`config.mk`:
```
export PLATFORM = sky130hd
export DESIGN_NAME = rhg_gate
export DESIGN_NICKNAME = d
export VERILOG_FILES = /design/src/rhg_pkg.sv /design/src/rhg_if.sv /design/src/rhg_gate.sv /design/src/rhg_monitor.sv
export SDC_FILE = /design/constraint.sdc
export NUM_CORES = 1
export LEC_CHECK = 0
export BUFFER_PORTS_ARGS = -buffer_cell sky130_fd_sc_hd__buf_2
export CORE_ASPECT_RATIO = 1.25
export CORE_MARGIN = 3
export CORE_UTILIZATION = 25
export DETAILED_ROUTE_END_ITERATION = 8
export SKIP_LAST_GASP = 1
export SLEW_MARGIN = 20
export SYNTH_ARGS = -nofsm -noshare
export SYNTH_HDL_FRONTEND = slang
export SYNTH_SLANG_ARGS = --single-unit
```
`constraint.sdc`:
```
create_clock -name clock -period 6.4 [get_ports clock]
set_clock_uncertainty 0.2 [all_clocks]
set_input_delay 0.32 -clock clock [delete_from_list [all_inputs] [get_ports clock]]
set_output_delay 0.32 -clock clock [all_outputs]
set_load 0.02 [all_outputs]
```
`src/rhg_pkg.sv`:
```
package rhg_pkg;
    // clock and timing
    localparam int CLK_MHZ = 125;
    // power-up online test length in raw bits
    localparam int STARTUP_BITS = 1024;
    // stuck-source window: this many equal raw bits means total failure
    localparam int STUCK_RUN = 64;
    // periodic online test block length in raw bits
    localparam int BLOCK_BITS = 256;
    // tolerable ones count in a block (monobit bounds)
    localparam logic [8:0] ONES_LO = 9'h054;
    localparam logic [8:0] ONES_HI = 9'h0AC;
    // octet width delivered to software
    localparam int OCTET_W = 8;
    localparam logic [7:0] OCTET_RST = 8'h00;

    typedef enum logic [2:0] {
        RHG_IDLE,
        RHG_TFT,
        RHG_STARTUP,
        RHG_RUN,
        RHG_FAIL
    } rhg_state_e;
endpackage

```
`src/rhg_if.sv`:
```
`timescale 1ns/1ps
interface rhg_if;
    logic bit_valid;
    logic bit_val;
    logic clear;
    logic defect;
    logic stuck;
    logic block_done;
    modport gate (output bit_valid, output bit_val, output clear,
        input defect, input stuck, input block_done);
    modport mon (input bit_valid, input bit_val, input clear,
        output defect, output stuck, output block_done);
endinterface

```
`src/rhg_gate.sv`:
```
`timescale 1ns/1ps
// Functional notes
// A total-failure test runs as soon as the generator starts and a failure blocks all output.
// A total failure during operation discards every octet built from bits after the failure.
// The online statistical test runs both at start-up and throughout operation.
// No octet leaves before the power-up test passes, and none leaves after a defect.
// The online check runs continuously over fixed blocks so defects show within one block.
// Random data leaves as 8-bit octets only.
// Internal bits must carry above 0.997 entropy per bit, 7.976 per octet.
// Software starts the total-failure test and the device then carries it out.
// The test outcome is a single pass or fail indication for software.
// Any failure or defect is held and output stays blocked until a restart passes.
module rhg_gate
    import rhg_pkg::*;
(
    // clock and reset
    input wire logic clock,
    input wire logic nrst,
    // raw entropy source, asynchronous to clock
    input wire logic raw_bit,
    input wire logic raw_valid,
    // software control
    input wire logic start,
    // software status
    output logic test_done,
    output logic test_pass,
    output logic failed,
    // octet output
    output logic octet_valid,
    output logic [7:0] octet,
    input wire logic octet_ready
);
    rhg_if link();
    rhg_state_e state;
    rhg_state_e next_state;
    logic [1:0] bit_sync;
    logic [1:0] vld_sync;
    logic vld_prev;
    logic bit_strobe;
    logic [10:0] su_cnt;
    logic [10:0] next_su_cnt;
    logic [7:0] shreg;
    logic [7:0] next_shreg;
    logic [2:0] sh_cnt;
    logic [2:0] next_sh_cnt;
    logic [7:0] pend;
    logic [7:0] next_pend;
    logic pend_ok;
    logic next_pend_ok;
    logic [7:0] next_octet;
    logic next_octet_valid;
    logic next_test_done;
    logic next_test_pass;
    logic next_failed;

    // two-stage synchronisers for the asynchronous source
    always_ff @(posedge clock or negedge nrst)
    begin
        if (!nrst)
        begin
            bit_sync <= 2'b00;
            vld_sync <= 2'b00;
            vld_prev <= 1'b0;
        end
        else
        begin
            bit_sync <= {bit_sync[0], raw_bit};
            vld_sync <= {vld_sync[0], raw_valid};
            vld_prev <= vld_sync[1];
        end
    end

    // one raw bit per rising edge of the source strobe
    assign bit_strobe = vld_sync[1] && !vld_prev;
    assign link.bit_valid = bit_strobe;
    assign link.bit_val = bit_sync[1];
    // monitor restarts on every software start
    assign link.clear = start;

    // continuous monitor
    rhg_monitor u_mon (
        .clock(clock),
        .nrst(nrst),
        .link(link.mon)
    );

    // sequencing, octet assembly and output gating
    always_comb
    begin
        next_state = state;
        next_su_cnt = su_cnt;
        next_shreg = shreg;
        next_sh_cnt = sh_cnt;
        next_pend = pend;
        next_pend_ok = pend_ok;
        next_octet = octet;
        next_octet_valid = octet_valid;
        next_test_done = test_done;
        next_test_pass = test_pass;
        next_failed = failed;
        if (octet_valid && octet_ready)
            next_octet_valid = 1'b0;
        case (state)
            RHG_IDLE:
            begin
                next_octet_valid = 1'b0;
            end
            RHG_TFT, RHG_STARTUP:
            begin
                // nothing leaves before pass
                next_octet_valid = 1'b0;
                if (link.stuck || link.defect)
                begin
                    // failure shows at once
                    next_state = RHG_FAIL;
                    next_failed = 1'b1;
                    next_test_done = 1'b1;
                    next_test_pass = 1'b0;
                end
                else if (bit_strobe && su_cnt != 11'(STARTUP_BITS))
                begin
                    next_su_cnt = su_cnt + 11'h001;
                    // stuck window cleared
                    if (state == RHG_TFT && su_cnt == 11'(STUCK_RUN))
                        next_state = RHG_STARTUP;
                end
                // pass waits for the verdict on the last start-up block, which
                // also lines octet boundaries up with the monitor's blocks
                else if (link.block_done && su_cnt == 11'(STARTUP_BITS))
                begin
                    // pass indication
                    next_state = RHG_RUN;
                    next_test_done = 1'b1;
                    next_test_pass = 1'b1;
                end
            end
            RHG_RUN:
            begin
                if (link.stuck || link.defect)
                begin
                    // drop pending octets
                    next_state = RHG_FAIL;
                    next_pend_ok = 1'b0;
                    next_octet_valid = 1'b0;
                    // status flips in the same edge as the octet is withdrawn
                    next_failed = 1'b1;
                    next_test_done = 1'b1;
                    next_test_pass = 1'b0;
                end
                else
                begin
                    // octet assembly
                    if (bit_strobe)
                    begin
                        next_shreg = {shreg[6:0], link.bit_val};
                        next_sh_cnt = sh_cnt + 3'h1;
                        if (sh_cnt == 3'h7)
                        begin
                            next_pend = {shreg[6:0], link.bit_val};
                            next_pend_ok = 1'b0;
                        end
                    end
                    // released only after the block that holds it passes the test
                    if (link.block_done && sh_cnt == 3'h0 && !bit_strobe)
                        next_pend_ok = 1'b1;
                    if (pend_ok && !next_octet_valid)
                    begin
                        next_octet = pend;
                        next_octet_valid = 1'b1;
                        next_pend_ok = 1'b0;
                    end
                end
            end
            RHG_FAIL:
            begin
                // held until restart
                next_octet_valid = 1'b0;
                next_failed = 1'b1;
                next_test_done = 1'b1;
                next_test_pass = 1'b0;
            end
            default:
            begin
                next_state = RHG_IDLE;
            end
        endcase
        // software start
        if (start)
        begin
            next_state = RHG_TFT;
            next_su_cnt = 11'h000;
            next_sh_cnt = 3'h0;
            next_pend_ok = 1'b0;
            next_octet_valid = 1'b0;
            next_test_done = 1'b0;
            next_test_pass = 1'b0;
            next_failed = 1'b0;
        end
    end

    always_ff @(posedge clock or negedge nrst)
    begin
        if (!nrst)
        begin
            state <= RHG_IDLE;
            su_cnt <= 11'h000;
            shreg <= OCTET_RST;
            sh_cnt <= 3'h0;
            pend <= OCTET_RST;
            pend_ok <= 1'b0;
            octet <= OCTET_RST;
            octet_valid <= 1'b0;
            test_done <= 1'b0;
            test_pass <= 1'b0;
            failed <= 1'b0;
        end
        else
        begin
            state <= next_state;
            su_cnt <= next_su_cnt;
            shreg <= next_shreg;
            sh_cnt <= next_sh_cnt;
            pend <= next_pend;
            pend_ok <= next_pend_ok;
            octet <= next_octet;
            octet_valid <= next_octet_valid;
            test_done <= next_test_done;
            test_pass <= next_test_pass;
            failed <= next_failed;
        end
    end
endmodule

```
`src/rhg_monitor.sv`:
```
`timescale 1ns/1ps
module rhg_monitor
    import rhg_pkg::*;
(
    // clock and reset
    input wire logic clock,
    input wire logic nrst,
    // raw bit stream and results
    rhg_if.mon link
);
    logic [6:0] run_cnt;
    logic last_bit;
    logic [8:0] bit_cnt;
    logic [8:0] ones_cnt;
    logic [6:0] next_run_cnt;
    logic next_last_bit;
    logic [8:0] next_bit_cnt;
    logic [8:0] next_ones_cnt;
    logic next_defect;
    logic next_stuck;
    logic next_done;
    logic defect_q;
    logic stuck_q;
    logic done_q;

    // run-length and monobit checks run continuously on every raw bit
    always_comb
    begin
        next_run_cnt = run_cnt;
        next_last_bit = last_bit;
        next_bit_cnt = bit_cnt;
        next_ones_cnt = ones_cnt;
        next_defect = 1'b0;
        next_stuck = 1'b0;
        next_done = 1'b0;
        if (link.clear)
        begin
            next_run_cnt = 7'h00;
            next_bit_cnt = 9'h000;
            next_ones_cnt = 9'h000;
        end
        else if (link.bit_valid)
        begin
            next_last_bit = link.bit_val;
            if (link.bit_val == last_bit && run_cnt != 7'h00)
                next_run_cnt = run_cnt + 7'h01;
            else
                next_run_cnt = 7'h01;
            // a stuck source is a total failure, flagged at once
            if (next_run_cnt >= 7'(STUCK_RUN))
                next_stuck = 1'b1;
            next_ones_cnt = ones_cnt + {8'h00, link.bit_val};
            next_bit_cnt = bit_cnt + 9'h001;
            // monobit block verdict
            if (next_bit_cnt == 9'(BLOCK_BITS))
            begin
                next_done = 1'b1;
                next_defect = (next_ones_cnt < ONES_LO) || (next_ones_cnt > ONES_HI);
                next_bit_cnt = 9'h000;
                next_ones_cnt = 9'h000;
            end
        end
    end

    always_ff @(posedge clock or negedge nrst)
    begin
        if (!nrst)
        begin
            run_cnt <= 7'h00;
            last_bit <= 1'b0;
            bit_cnt <= 9'h000;
            ones_cnt <= 9'h000;
            defect_q <= 1'b0;
            stuck_q <= 1'b0;
            done_q <= 1'b0;
        end
        else
        begin
            run_cnt <= next_run_cnt;
            last_bit <= next_last_bit;
            bit_cnt <= next_bit_cnt;
            ones_cnt <= next_ones_cnt;
            defect_q <= next_defect;
            stuck_q <= next_stuck;
            done_q <= next_done;
        end
    end

    assign link.defect = defect_q;
    assign link.stuck = stuck_q;
    assign link.block_done = done_q;
endmodule

```
==> results of run 1 <==
-- synthesized netlist by cell type (all sizes together) (5+ instances only) --
cell type | instances | area [sq um]
xnor2 | 12 | 105
xor2 | 8 | 70.1
nand4 | 8 | 50.1
o31ai | 5 | 37.5
inv | 14 | 52.6
nor2 | 34 | 128
nand2 | 29 | 109
nand3 | 17 | 85.1
and4 | 6 | 53.8
nor3 | 12 | 60.1
dfrtp | 79 | 1980
clkbuf | 18 | 67.6
nor4 | 8 | 50.1
nor4b | 5 | 43.8
mux2 | 25 | 282
nand2b | 11 | 68.8
and3 | 6 | 37.5
o21ai | 22 | 110
a21oi | 22 | 114
ha | 10 | 125
-- per-layer routing --
layer / GRT usage [%] / share of wire, %
met5: 0 / 0
met4: 4.07 / 1.6
met3: 1.90 / 2.9
met2: 17.6 / 51
met1: 11.7 / 44
-- power breakdown --
group          internal, mW  total [mW]  switching [mW]
Combinational        0.0319      0.0821          0.0502
Clock                 0.307       0.518           0.211
Sequential            0.515       0.531          0.0159
Total                 0.854        1.13           0.277
-- flip-flops by register name, summed over array words and instances, names as in the netlist, 2 cells and up --
name and cells:
su_cnt 11, u_mon.bit_cnt 9, u_mon.ones_cnt 9, octet 8
pend 8, shreg 7, u_mon.run_cnt 7, sh_cnt 3
state 3, bit_sync 2, vld_sync 2
-- worst paths after layout --
kind	from	end	slack, ps	cells past startpoint
min in group asynchronous	nrst	u_mon.bit_cnt[3]	300	2
max in group asynchronous	nrst	test_done	5100	3
worst min-delay path	bit_sync[0]	bit_sync[1]	150	0
worst min register to register	bit_sync[0]	bit_sync[1]	150	0
worst max register to register	su_cnt[0]	test_pass	3730	7
worst max-delay path	su_cnt[0]	test_pass	3730	7
-- final cells by class --
class                      count  area, sq um  area share, %
clock inverter                 7         80.1           1.70
inverter                      14         52.6           1.12
multi-input combinational    293         1960           41.7
sequential                    79         1980           42.0
clock buffer                   9          225           4.78
timing repair buffer          22          145           3.08
tap                          212          265           5.64
-- stage by stage --
stage | total power [mW] | instances | utilization [%] | worst slack [ps]
3_5_place_dp | 0.618 | 616 | 27.6 | 3550
5_1_grt | 1.18 | 636 | 29.9 | 3530
2_1_floorplan | 0.591 | 405 | - | 3880
4_1_cts | 1.15 | 635 | 29.7 | 3540
6_report | 1.13 | 636 | 29.9 | 3730
3_3_place_gp | 0.615 | 616 | 27.6 | 3580
-- timing repair --
action | CTS | global route
hold endpoints to repair | 19 | 0
setup endpoints to repair | 0 | 0
hold buffers | 3 | 0
-- logic make-up (layout without fill, tap and decap cells) --
group / after synthesis / in the layout / share of synthesized area [%]
flip-flops: 79 / 79 / 48.7
adder cells (fa/ha/maj): 10 / 10 / 3.08
multiplexers: 25 / 25 / 6.94
buffers and inverters: 33 / 52 / 3.05
XOR/XNOR: 20 / 20 / 4.32
AND/OR/NAND/NOR: 158 / 158 / 20.9
AO/OA/AOI/OAI: 80 / 80 / 13.0
==> flow_summary.yaml, run 1 <==
outcome:
  outcome: "finished, final reports clean"
pwr:
  p_per_area_mw_per_mm2: 240
  peakVddDrop_mv: 0.152
  p_leak_nw: 2.01
setup_path:
  critPathKind: "reg -> reg"
  worst-path-buf-inv: 1
  critPathMaxStageDelay_ps: 510
  critPathSlowestCell: "or4b_1"
  required_ps: 6460
  cp-start-kind: "register"
  cp_top_family: "simple AND/OR/NAND/NOR gates"
  critPathCaptureType: "register"
  worstPathCellList: "inv_1, ha_1, or4b_1, or4_4, a221o_1, a211o_1, a21oi_2"
  cp.arrival_ps: 2730
  critPathMaxFanout: 4
clock_network:
  cts_buffers: 9
  worstSkewPairLatency_ps: 340
  htree_levels: 3
  cts_tree: "done"
  path_clk_slew_ps: 60
  clock-root-buffer: "clkbuf_16"
  cts_resized: 0
  cts_setup_buffers: 0
  cts_num_sinks: 79
  clk_path_buf_depth: 2
sta:
  drv_slew: 0
  worst_pin_slew_ps: 963
  finalSetupViolCount: 0
  hold_viol_final: 0
  hold-worst-slack_ps: 146
  fin_crit_ps: 2670
  post-route-period-util_pct: 41.7
  relSlewSlack_pct: 35.7
  rsz0062_at_grt: "false"
  fmax_mhz: 375
  finalSetupTns_ps: 0
layout:
  nets: 435
  fill_cells: 1640
  drive_above_1_share_pct: 16.0
  n_antenna_cell: 0
  layout-area-overhead-vs-synth_pct: 16.0
  stdcell_area_sq_mm: 0.00471
  mostFrequentLayoutCell: "dfrtp_1"
  final_cell_mix: "dfrtp_1 (79), nor2_1 (34), nand2_1 (29), mux2_2 (25), o21ai_0 (22)"
floorplanning:
  dieArea_sq_mm: 0.0178
  die-height_um: 148
  coreArea_sq_mm: 0.0158
  die_w_um: 120
  io_pins: 18
  rows: 51
  initial_core_util_pct: 25.7
yosys:
  seq_area_frac_synth_pct: 48.7
  postSynthCellCount: 405
  async_reset_ff_share_pct: 100
  synth_warnings: 0
  syn_area_per_cell_sq_um: 10.0
  synth-main-ff-cell: "dfrtp_1"
  yosysUniqueCellTypes: 54
  synth_edf_count: 0
  syn_area_sq_mm: 0.00406
  ys_seq_elements: 79
  postSynthNetCount: 421
routing:
  via_count: 3144
  via_per_inst: 4.94
  drt_pre_antenna_iters: 5
  routedWlPerCell_um: 13.4
  drt_wl_total_mm: 8.53
  ant_nets: 0
  drt_iter0_drc: 160
  post-route-drc-count: 0
placed_design:
  placed_area_sq_mm: 0.00435
  numPortBuffers: 17
  gp_congestion: 0.806
  hpwl_mm: 5.72
grt:
  antenna_found_initial: 0
  gr-total-overflow: 0
  grt_max_degree: 80
  grt_pass1_vias: 3124
  grt_usage_pct: 9.92
  grt_pass1_wl_mm: 14.7
job:
  cap_violations: 0
hold_path:
  holdCritPathClass: "reg -> reg"
(Power assumes the default switching activity.)
==> inputs of run 2 (changes only) <==
==> constraint.sdc (replaced) <==
create_clock -name clock -period 2.4 [get_ports clock]
set_clock_uncertainty 0.2 [all_clocks]
set_input_delay 0.12 -clock clock [delete_from_list [all_inputs] [get_ports clock]]
set_output_delay 0.12 -clock clock [all_outputs]
set_load 0.02 [all_outputs]
==> flow_summary.yaml, run 2 (synthesized netlist as in run 1, its figures left out) <==
outcome:
  outcome: "finished with violations"
  failed_checks: "negative setup slack"
sta:
  rsz0062_at_grt: "true"
  setup_slack_ps: -33.3
  drv_slew: 0
  finalSetupViolCount: 1
  worst_pin_slew_ps: 645
  fmax_mhz: 411
  hold-worst-slack_ps: 65.9
  fin_crit_ps: 2430
  post-route-period-util_pct: 101
  finalSetupTns_ps: -33.3
  relSlewSlack_pct: 57.0
  hold_viol_final: 0
setup_path:
  critPathCaptureType: "register"
  critPathKind: "reg -> reg"
  required_ps: 2470
  critPathMaxFanout: 3
  cp.arrival_ps: 2500
  cp-start-kind: "register"
pwr:
  p_per_area_mw_per_mm2: 618
  peakVddDrop_mv: 0.498
  p_leak_nw: 2.18
floorplanning:
  rows: 51
  coreArea_sq_mm: 0.0158
  die-height_um: 148
  die_w_um: 120
  dieArea_sq_mm: 0.0178
  initial_core_util_pct: 25.7
  io_pins: 18
layout:
  largest_registers: "su_cnt: 11 flops, u_mon.bit_cnt: 9 flops, u_mon.ones_cnt: 9 flops"
  n_antenna_cell: 0
  fin_cells: 669
  post-route-util_pct: 31.6
  multi_input_area_sq_mm: 0.00200
  mostFrequentLayoutCell: "dfrtp_1"
  nets: 468
  fill_cells: 1654
  layout-area-overhead-vs-synth_pct: 22.7
  drive_above_1_share_pct: 22.8
  final_cell_mix: "dfrtp_1 (79), buf_4 (36), nor2_1 (34), nand2_1 (29), mux2_2 (25)"
  regArea_sq_mm: 0.00198
  largest_register: "su_cnt"
  largest_reg_flops: 11
routing:
  via_per_inst: 4.86
  drt_wl_total_mm: 9.17
  drt_pre_antenna_iters: 4
  drt_iter0_drc: 170
  ant_nets: 0
  post-route-drc-count: 0
  routedWlPerCell_um: 13.7
  via_count: 3251
grt:
  grt_pass1_wl_mm: 15.5
  grt_usage_pct: 10.6
  gr-total-overflow: 0
  grt_max_degree: 49
  grt_pass1_vias: 3246
  antenna_found_initial: 0
clock_network:
  cts_buffers: 9
  htree_levels: 3
  cts_num_sinks: 79
  worstSkewPairLatency_ps: 340
  cts_tree: "done"
  clk_path_buf_depth: 2
  path_clk_slew_ps: 60
  clock-root-buffer: "clkbuf_16"
placed_design:
  dp_slack_ps: -51.8
  hpwl_mm: 6.33
  gp_congestion: 0.836
  numPortBuffers: 17
  place_inst: 649
job:
  cap_violations: 0
hold_path:
  holdCritPathClass: "in -> reg"
run 2: cell count changes in the layout (fill, tap and decap cells not counted), sizes merged:
cell / previous run / this run
inv: 17 / 16
buf: 19 / 52
clkinv: 2 / 1
clkbuf: 9 / 11
run 2: per-stage QoR:
| step | power (mW) | cell area [sq um] |
|---|---|---|
| 3_5_place_dp | 1.68 | 4600 |
| 5_1_grt | 3.20 | 4980 |
| 4_1_cts | 3.11 | 4940 |
| 2_1_floorplan | 1.58 | 4060 |
| 6_report | 3.07 | 4980 |
| 3_3_place_gp | 1.67 | 4600 |
run 2: repair_timing:
| item | CTS | global route |
|---|---|---|
| hold buffers | 3 | 0 |
| pin swaps | 0 | 1 |
| endpoints found under the setup margin | 2 | 18 |
| buffers inserted | 0 | 1 |
| gates resized for setup | 1 | 5 |
| hold endpoints to repair | 37 | 0 |
run 2: area by class of cell:
| class | instances | share of cell area, % |
|---|---|---|
| clock inverter | 5 | 1.28 |
| clock buffer | 11 | 4.88 |
| timing repair buffer | 55 | 7.64 |
| sequential | 79 | 39.7 |
| tap | 212 | 5.33 |
| inverter | 14 | 1.06 |
| multi-input combinational | 293 | 40.1 |
run 2: final timing paths:
kind	slack, ps	cells after the start	to	start
worst max-delay path	-30	7	test_pass	su_cnt[0]
worst min register to register	150	0	bit_sync[1]	bit_sync[0]
max in group asynchronous	1210	3	vld_sync[1]	nrst
worst min-delay path	70	4	octet_valid	octet_ready
min in group asynchronous	90	2	u_mon.bit_cnt[6]	nrst
worst max register to register	-30	7	test_pass	su_cnt[0]
run 2: metal layers:
layer / GRT usage, % / vias up / routed length [um]
met5: 0 / - / 0
met4: 5.16 / 0 / 240
met3: 2.40 / 20 / 259
met2: 17.6 / 51 / 4560
met1: 13.0 / 1603 / 4120
li1: - / 1577 / -
run 2: power breakdown:
group          switching [mW]  internal, mW
combinational           0.147         0.104
clock                   0.568         0.844
sequential             0.0403          1.37
total                   0.755          2.32
run 2: worst max-delay path, cell delays in order, from the launching register on:
cell	delay (ps)
dfrtp_1	370
inv_1	60
ha_1	130
or4b_4	470
or4_4	430
a221o_1	340
a211o_1	240
a21oi_2	130
